## config.mk

```make
export PLATFORM = sky130hd
export DESIGN_NAME = pll_lock_status_irq
export DESIGN_NICKNAME = d
export VERILOG_FILES = /design/src/design/pll_lock_status_irq.v /design/src/design/lock_sync.v
export VERILOG_INCLUDE_DIRS = /design/src /design/src/design
export SDC_FILE = /design/constraint.sdc
export NUM_CORES = 1
export LEC_CHECK = 0
export BUFFER_PORTS_ARGS = -buffer_cell sky130_fd_sc_hd__clkbuf_2
export CORE_ASPECT_RATIO = 0.8
export CORE_MARGIN = 4
export CORE_UTILIZATION = 30
export CTS_BUF_LIST = sky130_fd_sc_hd__clkbuf_8 sky130_fd_sc_hd__clkbuf_16
export DETAILED_ROUTE_END_ITERATION = 8
export GPL_ROUTABILITY_DRIVEN = 1
export SKIP_CTS_REPAIR_TIMING = 1
export SLEW_MARGIN = 20
export SYNTH_ARGS = -nofsm -noshare
export SYNTH_HDL_FRONTEND = slang
export SYNTH_SLANG_ARGS = --single-unit
```

## constraint.sdc

```tcl
create_clock -name clk_sys -period 2.25 [get_ports clk_sys]
set_input_delay 0.45 -clock clk_sys [delete_from_list [all_inputs] [get_ports clk_sys]]
set_output_delay 0.45 -clock clk_sys [all_outputs]
set_load 0.05 [all_outputs]
```

## src/design/pll_ctl_defines.vh

```
// Register offsets, field positions and reset values of the PLL control and status block.
`ifndef PLL_CTL_DEFINES_VH
`define PLL_CTL_DEFINES_VH

// Register indices; the byte address on the bus is four times the index.
`define IDX_LOOP_CONFIG 10'h05E
`define IDX_ENABLE_STATUS 10'h05F
`define IDX_IRQ_STATUS 10'h060
`define IDX_IRQ_MASK 10'h061

// Fields of loop_config_register.
`define CFG_PUMP_HI 7
`define CFG_PUMP_LO 6
`define CFG_SENSE_HI 3
`define CFG_SENSE_LO 2
`define CFG_SRC_HI 1
`define CFG_SRC_LO 0
`define CFG_RESET 8'h00

// Encodings of the system clock source select.
`define SRC_XTAL 2'h0
`define SRC_PLL 2'h1
`define SRC_RTC 2'h2
`define SRC_RSVD 2'h3

// Fields of loop_enable_status_register.
`define CTL_LOCK_STATUS 5
`define CTL_LOCK_FLAG 4
`define CTL_UNLOCK_FLAG 3
`define CTL_LOCK_IE 2
`define CTL_UNLOCK_IE 1
`define CTL_PLL_EN 0
`define CTL_RESET 8'h00

// Fields of the interrupt status and mask registers.
`define IRQ_LOCK 0
`define IRQ_UNLOCK 1
`define IRQ_REFUSED 2
`define IRQ_WIDTH 3
`define IRQ_RESET 3'h0

// Synchronizer depth.
`define SYNC_STAGES 2

`endif

```

## src/design/pll_lock_status_irq.v

```verilog
// PLL enable, lock status, lock edge flags and interrupt logic behind an AHB-Lite slave.
`include "pll_ctl_defines.vh"

module pll_lock_status_irq #(
  parameter SYNC_DEPTH = `SYNC_STAGES
) (
  // Clock, reset and clock enable
  input wire clk_sys,
  input wire arst_n,
  input wire ce,
  // AHB-Lite slave
  input wire hsel,
  input wire [31:0] haddr,
  input wire [1:0] htrans,
  input wire hwrite,
  input wire [2:0] hsize,
  input wire [31:0] hwdata,
  input wire hready,
  output wire hreadyout,
  output wire hresp,
  output wire [31:0] hrdata,
  // PLL analogue side
  input wire pll_lock_async,
  output wire pll_enable,
  output wire [1:0] charge_pump_sel,
  output wire [1:0] lock_sensitivity_sel,
  // Clock generator side
  output wire [1:0] sys_clock_source_select,
  output wire pll_irq
);

  // Bus data-phase state.
  reg wr_pend_r;
  reg rd_pend_r;
  reg [9:0] dp_idx_r;
  reg dp_hit_r;
  reg [31:0] hrdata_r;

  // Register state.
  reg [1:0] pump_r;
  reg [1:0] sense_r;
  reg [1:0] src_r;
  reg pll_en_r;
  reg lock_flag_r;
  reg unlock_flag_r;
  reg lock_ie_r;
  reg unlock_ie_r;
  reg [`IRQ_WIDTH-1:0] irq_stat_r;
  reg [`IRQ_WIDTH-1:0] irq_mask_r;

  // Next values.
  reg [1:0] pump_nxt;
  reg [1:0] sense_nxt;
  reg [1:0] src_nxt;
  reg pll_en_nxt;
  reg lock_ie_nxt;
  reg unlock_ie_nxt;
  reg refused;
  reg [31:0] rd_value;
  reg wr_pend_nxt;
  reg rd_pend_nxt;
  reg [9:0] dp_idx_nxt;
  reg dp_hit_nxt;
  reg [31:0] hrdata_nxt;
  reg lock_flag_nxt;
  reg unlock_flag_nxt;
  reg [`IRQ_WIDTH-1:0] irq_stat_nxt;
  reg [`IRQ_WIDTH-1:0] irq_mask_nxt;

  wire lock_level;
  wire lock_rise;
  wire lock_fall;
  wire accept;
  wire addr_ok;
  wire wr_cfg;
  wire wr_ctl;
  wire wr_stat;
  wire wr_mask;
  wire rd_ctl;
  wire [7:0] cfg_value;
  wire [7:0] ctl_value;
  wire [`IRQ_WIDTH-1:0] irq_events;
  wire pll_ready;
  wire src_is_pll;

  lock_sync #(
    .STAGES(SYNC_DEPTH)
  ) u_lock_sync (
    .clk_sys(clk_sys),
    .arst_n(arst_n),
    .ce(ce),
    .level_async(pll_lock_async),
    .level_sync(lock_level),
    .rise_pulse(lock_rise),
    .fall_pulse(lock_fall)
  );

  // Reads take one wait state so that the returned word and the clearing of
  // the edge flags happen on the same edge; a flag can never be lost between them.
  assign hreadyout = ce & ~rd_pend_r;
  assign hresp = 1'b0;
  assign hrdata = hrdata_r;

  assign accept = hsel & hready & htrans[1] & ce;
  assign addr_ok = (haddr[31:12] == 20'h00000) && (haddr[1:0] == 2'h0);
  assign pll_ready = pll_en_r & lock_level;
  assign src_is_pll = (src_r == `SRC_PLL);

  // A stalled data phase keeps its address so the read mux stays steady.
  always @* begin
    wr_pend_nxt = 1'b0;
    rd_pend_nxt = 1'b0;
    dp_idx_nxt = dp_idx_r;
    dp_hit_nxt = dp_hit_r;
    if (hready) begin
      wr_pend_nxt = accept & hwrite;
      rd_pend_nxt = accept & ~hwrite;
      dp_idx_nxt = haddr[11:2];
      dp_hit_nxt = accept & addr_ok;
    end
  end

  always @(posedge clk_sys or negedge arst_n) begin
    if (!arst_n) begin
      wr_pend_r <= 1'b0;
      rd_pend_r <= 1'b0;
      dp_idx_r <= 10'h000;
      dp_hit_r <= 1'b0;
    end else if (ce) begin
      wr_pend_r <= wr_pend_nxt;
      rd_pend_r <= rd_pend_nxt;
      dp_idx_r <= dp_idx_nxt;
      dp_hit_r <= dp_hit_nxt;
    end
  end

  // Unmapped addresses read zero and ignore writes, with an OKAY response.
  assign wr_cfg = ce & wr_pend_r & dp_hit_r & (dp_idx_r == `IDX_LOOP_CONFIG);
  assign wr_ctl = ce & wr_pend_r & dp_hit_r & (dp_idx_r == `IDX_ENABLE_STATUS);
  assign wr_stat = ce & wr_pend_r & dp_hit_r & (dp_idx_r == `IDX_IRQ_STATUS);
  assign wr_mask = ce & wr_pend_r & dp_hit_r & (dp_idx_r == `IDX_IRQ_MASK);
  assign rd_ctl = ce & rd_pend_r & dp_hit_r & (dp_idx_r == `IDX_ENABLE_STATUS);

  assign cfg_value = {pump_r, 2'b00, sense_r, src_r};
  assign ctl_value = {2'b00, lock_level, lock_flag_r, unlock_flag_r,
                      lock_ie_r, unlock_ie_r, pll_en_r};

  // Read mux.
  always @* begin
    rd_value = 32'h00000000;
    if (dp_hit_r) begin
      case (dp_idx_r)
        `IDX_LOOP_CONFIG: rd_value = {24'h000000, cfg_value};
        `IDX_ENABLE_STATUS: rd_value = {24'h000000, ctl_value};
        `IDX_IRQ_STATUS: rd_value = {29'h0, irq_stat_r};
        `IDX_IRQ_MASK: rd_value = {29'h0, irq_mask_r};
        default: rd_value = 32'h00000000;
      endcase
    end
  end

  always @* begin
    hrdata_nxt = hrdata_r;
    if (rd_pend_r) begin
      hrdata_nxt = rd_value;
    end
  end

  always @(posedge clk_sys or negedge arst_n) begin
    if (!arst_n) begin
      hrdata_r <= 32'h00000000;
    end else if (ce) begin
      hrdata_r <= hrdata_nxt;
    end
  end

  // Writes to the loop configuration register.
  always @* begin
    pump_nxt = pump_r;
    sense_nxt = sense_r;
    src_nxt = src_r;
    refused = 1'b0;
    if (wr_cfg) begin
      // Analogue settings are frozen while the PLL runs, so a careless write
      // cannot disturb a loop that may be clocking the system.
      if (!pll_en_r) begin
        pump_nxt = hwdata[`CFG_PUMP_HI:`CFG_PUMP_LO];
        sense_nxt = hwdata[`CFG_SENSE_HI:`CFG_SENSE_LO];
      end
      case (hwdata[`CFG_SRC_HI:`CFG_SRC_LO])
        `SRC_PLL: begin
          if (pll_ready) begin
            src_nxt = `SRC_PLL;
          end else begin
            refused = 1'b1;
          end
        end
        `SRC_XTAL: src_nxt = `SRC_XTAL;
        `SRC_RTC: src_nxt = `SRC_RTC;
        default: src_nxt = src_r;
      endcase
    end
  end

  // Writes to the enable and status register.
  always @* begin
    pll_en_nxt = pll_en_r;
    lock_ie_nxt = lock_ie_r;
    unlock_ie_nxt = unlock_ie_r;
    if (wr_ctl) begin
      lock_ie_nxt = hwdata[`CTL_LOCK_IE];
      unlock_ie_nxt = hwdata[`CTL_UNLOCK_IE];
      if (hwdata[`CTL_PLL_EN] || !src_is_pll) begin
        pll_en_nxt = hwdata[`CTL_PLL_EN];
      end
    end
  end

  always @(posedge clk_sys or negedge arst_n) begin
    if (!arst_n) begin
      pump_r <= 2'h0;
      sense_r <= 2'h0;
      src_r <= `SRC_XTAL;
      pll_en_r <= 1'b0;
      lock_ie_r <= 1'b0;
      unlock_ie_r <= 1'b0;
    end else if (ce) begin
      pump_r <= pump_nxt;
      sense_r <= sense_nxt;
      src_r <= src_nxt;
      pll_en_r <= pll_en_nxt;
      lock_ie_r <= lock_ie_nxt;
      unlock_ie_r <= unlock_ie_nxt;
    end
  end

  // Edge flags: a new edge on the clearing read wins, so no event is lost.
  always @* begin
    lock_flag_nxt = lock_flag_r;
    unlock_flag_nxt = unlock_flag_r;
    if (rd_ctl) begin
      lock_flag_nxt = 1'b0;
      unlock_flag_nxt = 1'b0;
    end
    if (lock_rise) begin
      lock_flag_nxt = 1'b1;
    end
    if (lock_fall) begin
      unlock_flag_nxt = 1'b1;
    end
  end

  always @(posedge clk_sys or negedge arst_n) begin
    if (!arst_n) begin
      lock_flag_r <= 1'b0;
      unlock_flag_r <= 1'b0;
    end else if (ce) begin
      lock_flag_r <= lock_flag_nxt;
      unlock_flag_r <= unlock_flag_nxt;
    end
  end

  // Sticky event status, cleared by writing one; a new event wins over the clear.
  assign irq_events = {refused, lock_fall, lock_rise};

  always @* begin
    irq_stat_nxt = irq_stat_r | irq_events;
    irq_mask_nxt = irq_mask_r;
    if (wr_stat) begin
      irq_stat_nxt = (irq_stat_r & ~hwdata[`IRQ_WIDTH-1:0]) | irq_events;
    end
    if (wr_mask) begin
      irq_mask_nxt = hwdata[`IRQ_WIDTH-1:0];
    end
  end

  always @(posedge clk_sys or negedge arst_n) begin
    if (!arst_n) begin
      irq_stat_r <= `IRQ_RESET;
      irq_mask_r <= `IRQ_RESET;
    end else if (ce) begin
      irq_stat_r <= irq_stat_nxt;
      irq_mask_r <= irq_mask_nxt;
    end
  end

  assign pll_irq = (lock_flag_r & lock_ie_r) | (unlock_flag_r & unlock_ie_r)
                   | (|(irq_stat_r & irq_mask_r));

  assign pll_enable = pll_en_r;
  assign charge_pump_sel = pump_r;
  assign lock_sensitivity_sel = sense_r;
  assign sys_clock_source_select = src_r;

endmodule // pll_lock_status_irq

```

## src/design/lock_sync.v

```verilog
// Synchronizer and edge detector for an asynchronous level.
module lock_sync #(
  parameter STAGES = 2
) (
  // Clock, reset and enable
  input wire clk_sys,
  input wire arst_n,
  input wire ce,
  // Asynchronous level in
  input wire level_async,
  // Synchronized level and edges
  output wire level_sync,
  output wire rise_pulse,
  output wire fall_pulse
);

  reg [STAGES-1:0] chain_r;
  reg prev_r;

  // The first stage feeds only the next stage; all decisions use the last stage.
  always @(posedge clk_sys or negedge arst_n) begin
    if (!arst_n) begin
      chain_r <= {STAGES{1'b0}};
      prev_r <= 1'b0;
    end else if (ce) begin
      chain_r <= {chain_r[STAGES-2:0], level_async};
      prev_r <= chain_r[STAGES-1];
    end
  end

  assign level_sync = chain_r[STAGES-1];
  assign rise_pulse = ce & chain_r[STAGES-1] & ~prev_r;
  assign fall_pulse = ce & ~chain_r[STAGES-1] & prev_r;

endmodule // lock_sync

```

* Word-level counts from Yosys, hierarchy flattened
Index checks and enable logic that the tools add are counted.
** Storage, ports and cells
- Memories :: 0
- Bits of input ports :: 76
- Flip-flop bits (word level) :: 65
- Output and inout port bits :: 42
- Bits in latches :: 0
- Memory bits (read-only) :: 0
- Bits in writable memories :: 0
** Cells by class
- Shifts and indexed selects :: 0
- Equal/unequal tests :: 8
- Div/mod/pow operators :: 0
- $mul :: 0
- Reduce and logical (&&, ||, !) cells :: 19
- Add/subtract/negate cells :: 0
- Order comparisons :: 0
- Muxes and demuxes :: 13
- Bitwise gates (word level) :: 35
** Operators with widths (number)
- == test 10 x 7 -> 1 bit, second input constant :: 4
- case mux 8 bit (4 select lines) :: 1
- AND 1 bit :: 23
- zero test 20 bit :: 1
- AND reduction 2 bit :: 6
- 2-to-1 mux 1 bit :: 8
- 2-to-1 mux 8 bit :: 1
- AND 3 bit :: 2
- OR 3 bit :: 2
- case mux 2 bit (3 select lines) :: 1
- AND reduction 3 bit :: 2
- NOT 1 bit :: 5
- == test 2 x 1 -> 1 bit, second input constant :: 2
- zero test 2 bit :: 2
- AND reduction 4 bit :: 1
- nonzero test 2 bit :: 2
- 2-to-1 mux 3 bit :: 1
- NOT 3 bit :: 1
- nonzero test 3 bit :: 1
- OR reduction 3 bit :: 1
- == test 2 bit, second input constant :: 1
- 2-to-1 mux 2 bit :: 1
- inequality test 2 bit, second input constant :: 1
- OR 1 bit :: 2
- 3 further kinds :: 3

* Depth between registers and ports, before layout
- Word-level depth :: 6
- Mapped depth :: 5

* Modules after synthesis
Synthesis repeated with hierarchy kept, for this count alone.
** Second synthesis, totals
- Cell total of the unflattened synthesis :: 184
- Area total of the unflattened synthesis :: 2080.7 sq um
** Modules (own cells, without submodules)
- pll_lock_status_irq :: sequential area each 950.9 sq um, area each 1951.9 sq um, cells an instance 176, times used 1
- lock_sync :: sequential area each 75.1 sq um, area each 128.9 sq um, cells an instance 8, times used 1

* Least setup slack after synthesis
No wires, ideal clock.
- Path kind :: input -> output
- From :: input ce
- To :: output hreadyout
- Buffers on the path :: 2
- Data arrival time :: 1.719 ns
- Slack :: 0.081 ns
- Data required time :: 1.800 ns
- Stages on the path :: 3
- Path through :: clkbuf_1 > clkbuf_1 > nor2b_1
** Between the ends
- Word-level cells in the longest chain between the ends :: 1
** RTL lines
- start: declaration :: RTL line pll_lock_status_irq.v:10 : input wire ce,
- AND 1 bit :: RTL line pll_lock_status_irq.v:100 : assign hreadyout = ce & ~rd_pend_r;
- end: declaration :: RTL line pll_lock_status_irq.v:19 : output wire hreadyout,
No other way between the ends.

* Worst setup path after layout
- From :: register dp_idx_r[1]
- To :: register irq_mask_r[0]
** Between the ends
- Word-level cells in the longest chain between the ends :: 3
** RTL lines
- start: declaration :: RTL line pll_lock_status_irq.v:35 : reg [9:0] dp_idx_r;
- start signal: assignment :: RTL line pll_lock_status_irq.v:132 : dp_idx_r <= dp_idx_nxt;
- == test 10 x 7 -> 1 bit
- AND 1 bit :: RTL line pll_lock_status_irq.v:141 : assign wr_mask = ce & wr_pend_r & dp_hit_r & (dp_idx_r == `IDX_IRQ_MASK);
- AND reduction 2 bit (no line)
- end signal: assignment :: RTL line pll_lock_status_irq.v:280 : irq_mask_r <= `IRQ_RESET;
- end signal: assignment :: RTL line pll_lock_status_irq.v:283 : irq_mask_r <= irq_mask_nxt;
- end: declaration :: RTL line pll_lock_status_irq.v:49 : reg [`IRQ_WIDTH-1:0] irq_mask_r;
No other way between the ends.
A chain may end at the register's enable or synchronous reset.

==> flow_summary.yaml <==
yosys:
  avgSynthCellArea_um2: 11.2
  yosysTopAreaCell: "dfrtp_1"
  async_flop_share_pct: 100
  ys_types: 36
  synth-seq-cells: 41
  synth_area_leaders: "dfrtp_1, mux2_2, buf_4"
  synthesis.area_mm2: 0.00210
  synthCells: 188
  ys.warnings.count: 0
  synth_edf_count: 0
  ys_seq_area_share_pct: 48.8
  synth_largest_type_area_fraction_pct: 48.8
  ys.flop_type: "dfrtp_1"
final_layout:
  fin_nets: 332
  syn_to_final_growth_pct: 21.6
  fillerInstances: 669
  fin_util_pct: 38.7
  antennaDiodeCount: 0
  final_cells: 341
  layout-drive-gt1-share_pct: 39.7
sta:
  rsz0062_at_grt: "no"
  tns_ps: 0
  slew_headroom_pct: 64.5
  finalSetupViolations: 0
  fin_crit_sh_pct: 87.3
  hold_violations: 0
  slew_viol_final: 0
  fin_crit_ps: 1960
  max_freq_ghz: 0.509
  fin_skew_ps: 9.01
  worst_slew_pin_slew_ps: 533
die:
  core_mm2: 0.00660
  num_rows: 26
  pin_count: 118
  initial_utilization_pct: 31.8
  dieArea_mm2: 0.00841
  die_w_um: 102
  dieHeight_um: 82.8
setup_path:
  end_kind: "flop"
  worst_path_max_delay_cell: "dfrtp_1"
  path_buf_inv: 1
  cpPeakStageDelay_ps: 430
  worstSetupPathType: "flop to flop"
  critPathArrivalTime_ps: 2150
  critPathRequiredTime_ps: 2440
  worst_path_most_repeated_cell: "nor4_1"
  critPathMaxFanout: 7
  cp-start-kind: "flop"
  cp_cell_sequence: "nor4_1, nand2_1, nor4_1, buf_4, mux2_2"
  worst_path_dominant_cell_family: "simple AND/OR/NAND/NOR gates"
clocking:
  numCtsBuffers: 5
  htree_levels: 2
  cts_root_buffer: "clkbuf_8"
  path_clk_slew_ps: 80
  insertion_delay_ps: 300
  cts_tree: "done"
  ctsLongestPathBuffers: 2
  cts.sinks: 41
worst_hold_path:
  hold_path.class: "input pin to async pin"
global_route:
  grt_pass1_wl_um: 8430
  gr-total-overflow: 0
  grt_max_degree: 42
  grt_pass1_vias: 1732
  antenna_found_initial: 0
  grt_usage_pct: 12.5
place:
  hpwl_um: 3840
  portBuffers: 62
  gp_congestion: 0.835
  dp.cells: 333
route:
  drc_errors: 0
  wire_per_inst_um: 14.3
  antenna_left: 0
  drt-initial-drc-count: 78
  num_vias: 1600
  drt_wl_total_um: 4870
  drtPass1Iterations: 4
  via_per_inst: 4.69
run:
  drv_cap: 0
outcome:
  status: "complete, no violations"
power_and_ir_drop:
  peakVddDrop_mv: 0.381
  power.density_mw_per_mm2: 661
  leakage_nw: 1.28
[synthesized netlist by cell type (2+ instances only)]
| cell type | number |
|---|---|
| inv_1 | 6 |
| nand3_1 | 3 |
| o41ai_1 | 3 |
| nor4_1 | 10 |
| nand2_1 | 20 |
| mux2_4 | 4 |
| o2bb2ai_1 | 2 |
| a22o_1 | 2 |
| mux2i_1 | 7 |
| nand2b_1 | 2 |
| nand4_1 | 4 |
| clkbuf_1 | 6 |
| o31ai_1 | 2 |
| dfrtp_1 | 41 |
| o22a_1 | 3 |
| o21ai_0 | 9 |
| mux2_2 | 18 |
| a21oi_1 | 2 |
| nor2_1 | 2 |
| buf_4 | 25 |
| nor3_1 | 2 |
[worst paths after layout]
check	from	endpoint	slack, ps	cells past startpoint
min	arst_n	dp_idx_r[4]$_DFFE_PN0P_	200	2
max reg2reg	dp_idx_r[1]$_DFFE_PN0P_	irq_mask_r[0]$_DFFE_PN0P_	290	5
min reg2reg	hrdata[7]$_DFFE_PN0N_	hrdata[7]$_DFFE_PN0N_	480	2
max in group asynchronous	arst_n	rd_pend_r$_DFFE_PN0P_	1660	2
min in group clk_sys	haddr[10]	dp_idx_r[8]$_DFFE_PN0P_	380	2
max	dp_idx_r[1]$_DFFE_PN0P_	irq_mask_r[0]$_DFFE_PN0P_	290	5
[flip-flops by register name, summed over array words and instances, names as in the netlist]
| signal | flops |
|---|---|
| dp_hit_r | 1 |
| lock_flag_r | 1 |
| rd_pend_r | 1 |
| hrdata | 8 |
| unlock_flag_r | 1 |
| lock_sensitivity_sel | 2 |
| irq_mask_r | 3 |
| u_lock_sync.chain_r | 2 |
| pll_enable | 1 |
| unlock_ie_r | 1 |
| u_lock_sync.prev_r | 1 |
| lock_ie_r | 1 |
| dp_idx_r | 10 |
| wr_pend_r | 1 |
| charge_pump_sel | 2 |
| sys_clock_source_select | 2 |
| irq_stat_r | 3 |
[final cells by class]
type | count | area (um^2) | share of cell area (%)
Clock buffer | 6 | 82.6 | 3.23
Clock inverter | 2 | 33.8 | 1.32
Tap cell | 84 | 105 | 4.12
Sequential cell | 41 | 1030 | 40.2
Timing Repair Buffer | 69 | 363 | 14.2
Inverter | 6 | 22.5 | 0.882
Multi-Input combinational cell | 133 | 921 | 36.1
[layer usage]
layer  up-vias  wire, um  GRT usage [%]
li1        765         -              -
met1       750      2260           16.9
met2        77      2010           18.2
met3         8       553           5.19
met4         0        49           3.62
met5         -         0              0
[power breakdown]
part           internal (mW)  switching, mW  total [mW]
registers              0.772         0.0353       0.808
clock network          0.357          0.260       0.618
logic                 0.0857          0.177       0.263
total                   1.22          0.473        1.69
[cells in the final DEF (no fill, tap or decap), types with 2 or more instances in the layout]
cell,count
o21ai_0,9
o31ai_1,2
o2bb2ai_1,2
a22o_1,2
a21oi_1,2
nor2_1,2
nor3_1,2
mux2_2,18
mux2_4,4
o41ai_1,3
conb_1,25
nor4_1,10
clkbuf_8,6
nand2_1,20
buf_4,7
clkbuf_2,62
mux2i_1,7
nand2b_1,2
dfrtp_1,41
inv_1,7
nand4_1,4
o22a_1,3
nand3_1,3
[per-stage QoR]
stage          hold slack (ps)  power (mW)  setup WS [ps]  instance area, um^2
3_3_place_gp               472        1.08            305                 2440
2_1_floorplan              154        1.03           80.8                 2190
3_5_place_dp               470        1.09            305                 2440
4_1_cts                    233        1.71            283                 2550
6_report                   203        1.69            285                 2550
5_1_grt                    259        1.77           53.1                 2550
[kinds of logic after synthesis]
group	count (synthesis)	synth area share, %
AND/OR/NAND/NOR	49	13.2
flip-flops	41	48.8
buffers and inverters	38	11.6
AO/OA/AOI/OAI	30	10.3
multiplexers	29	15.8
other	1	0.179
Power figures use the tool's default switching activity.
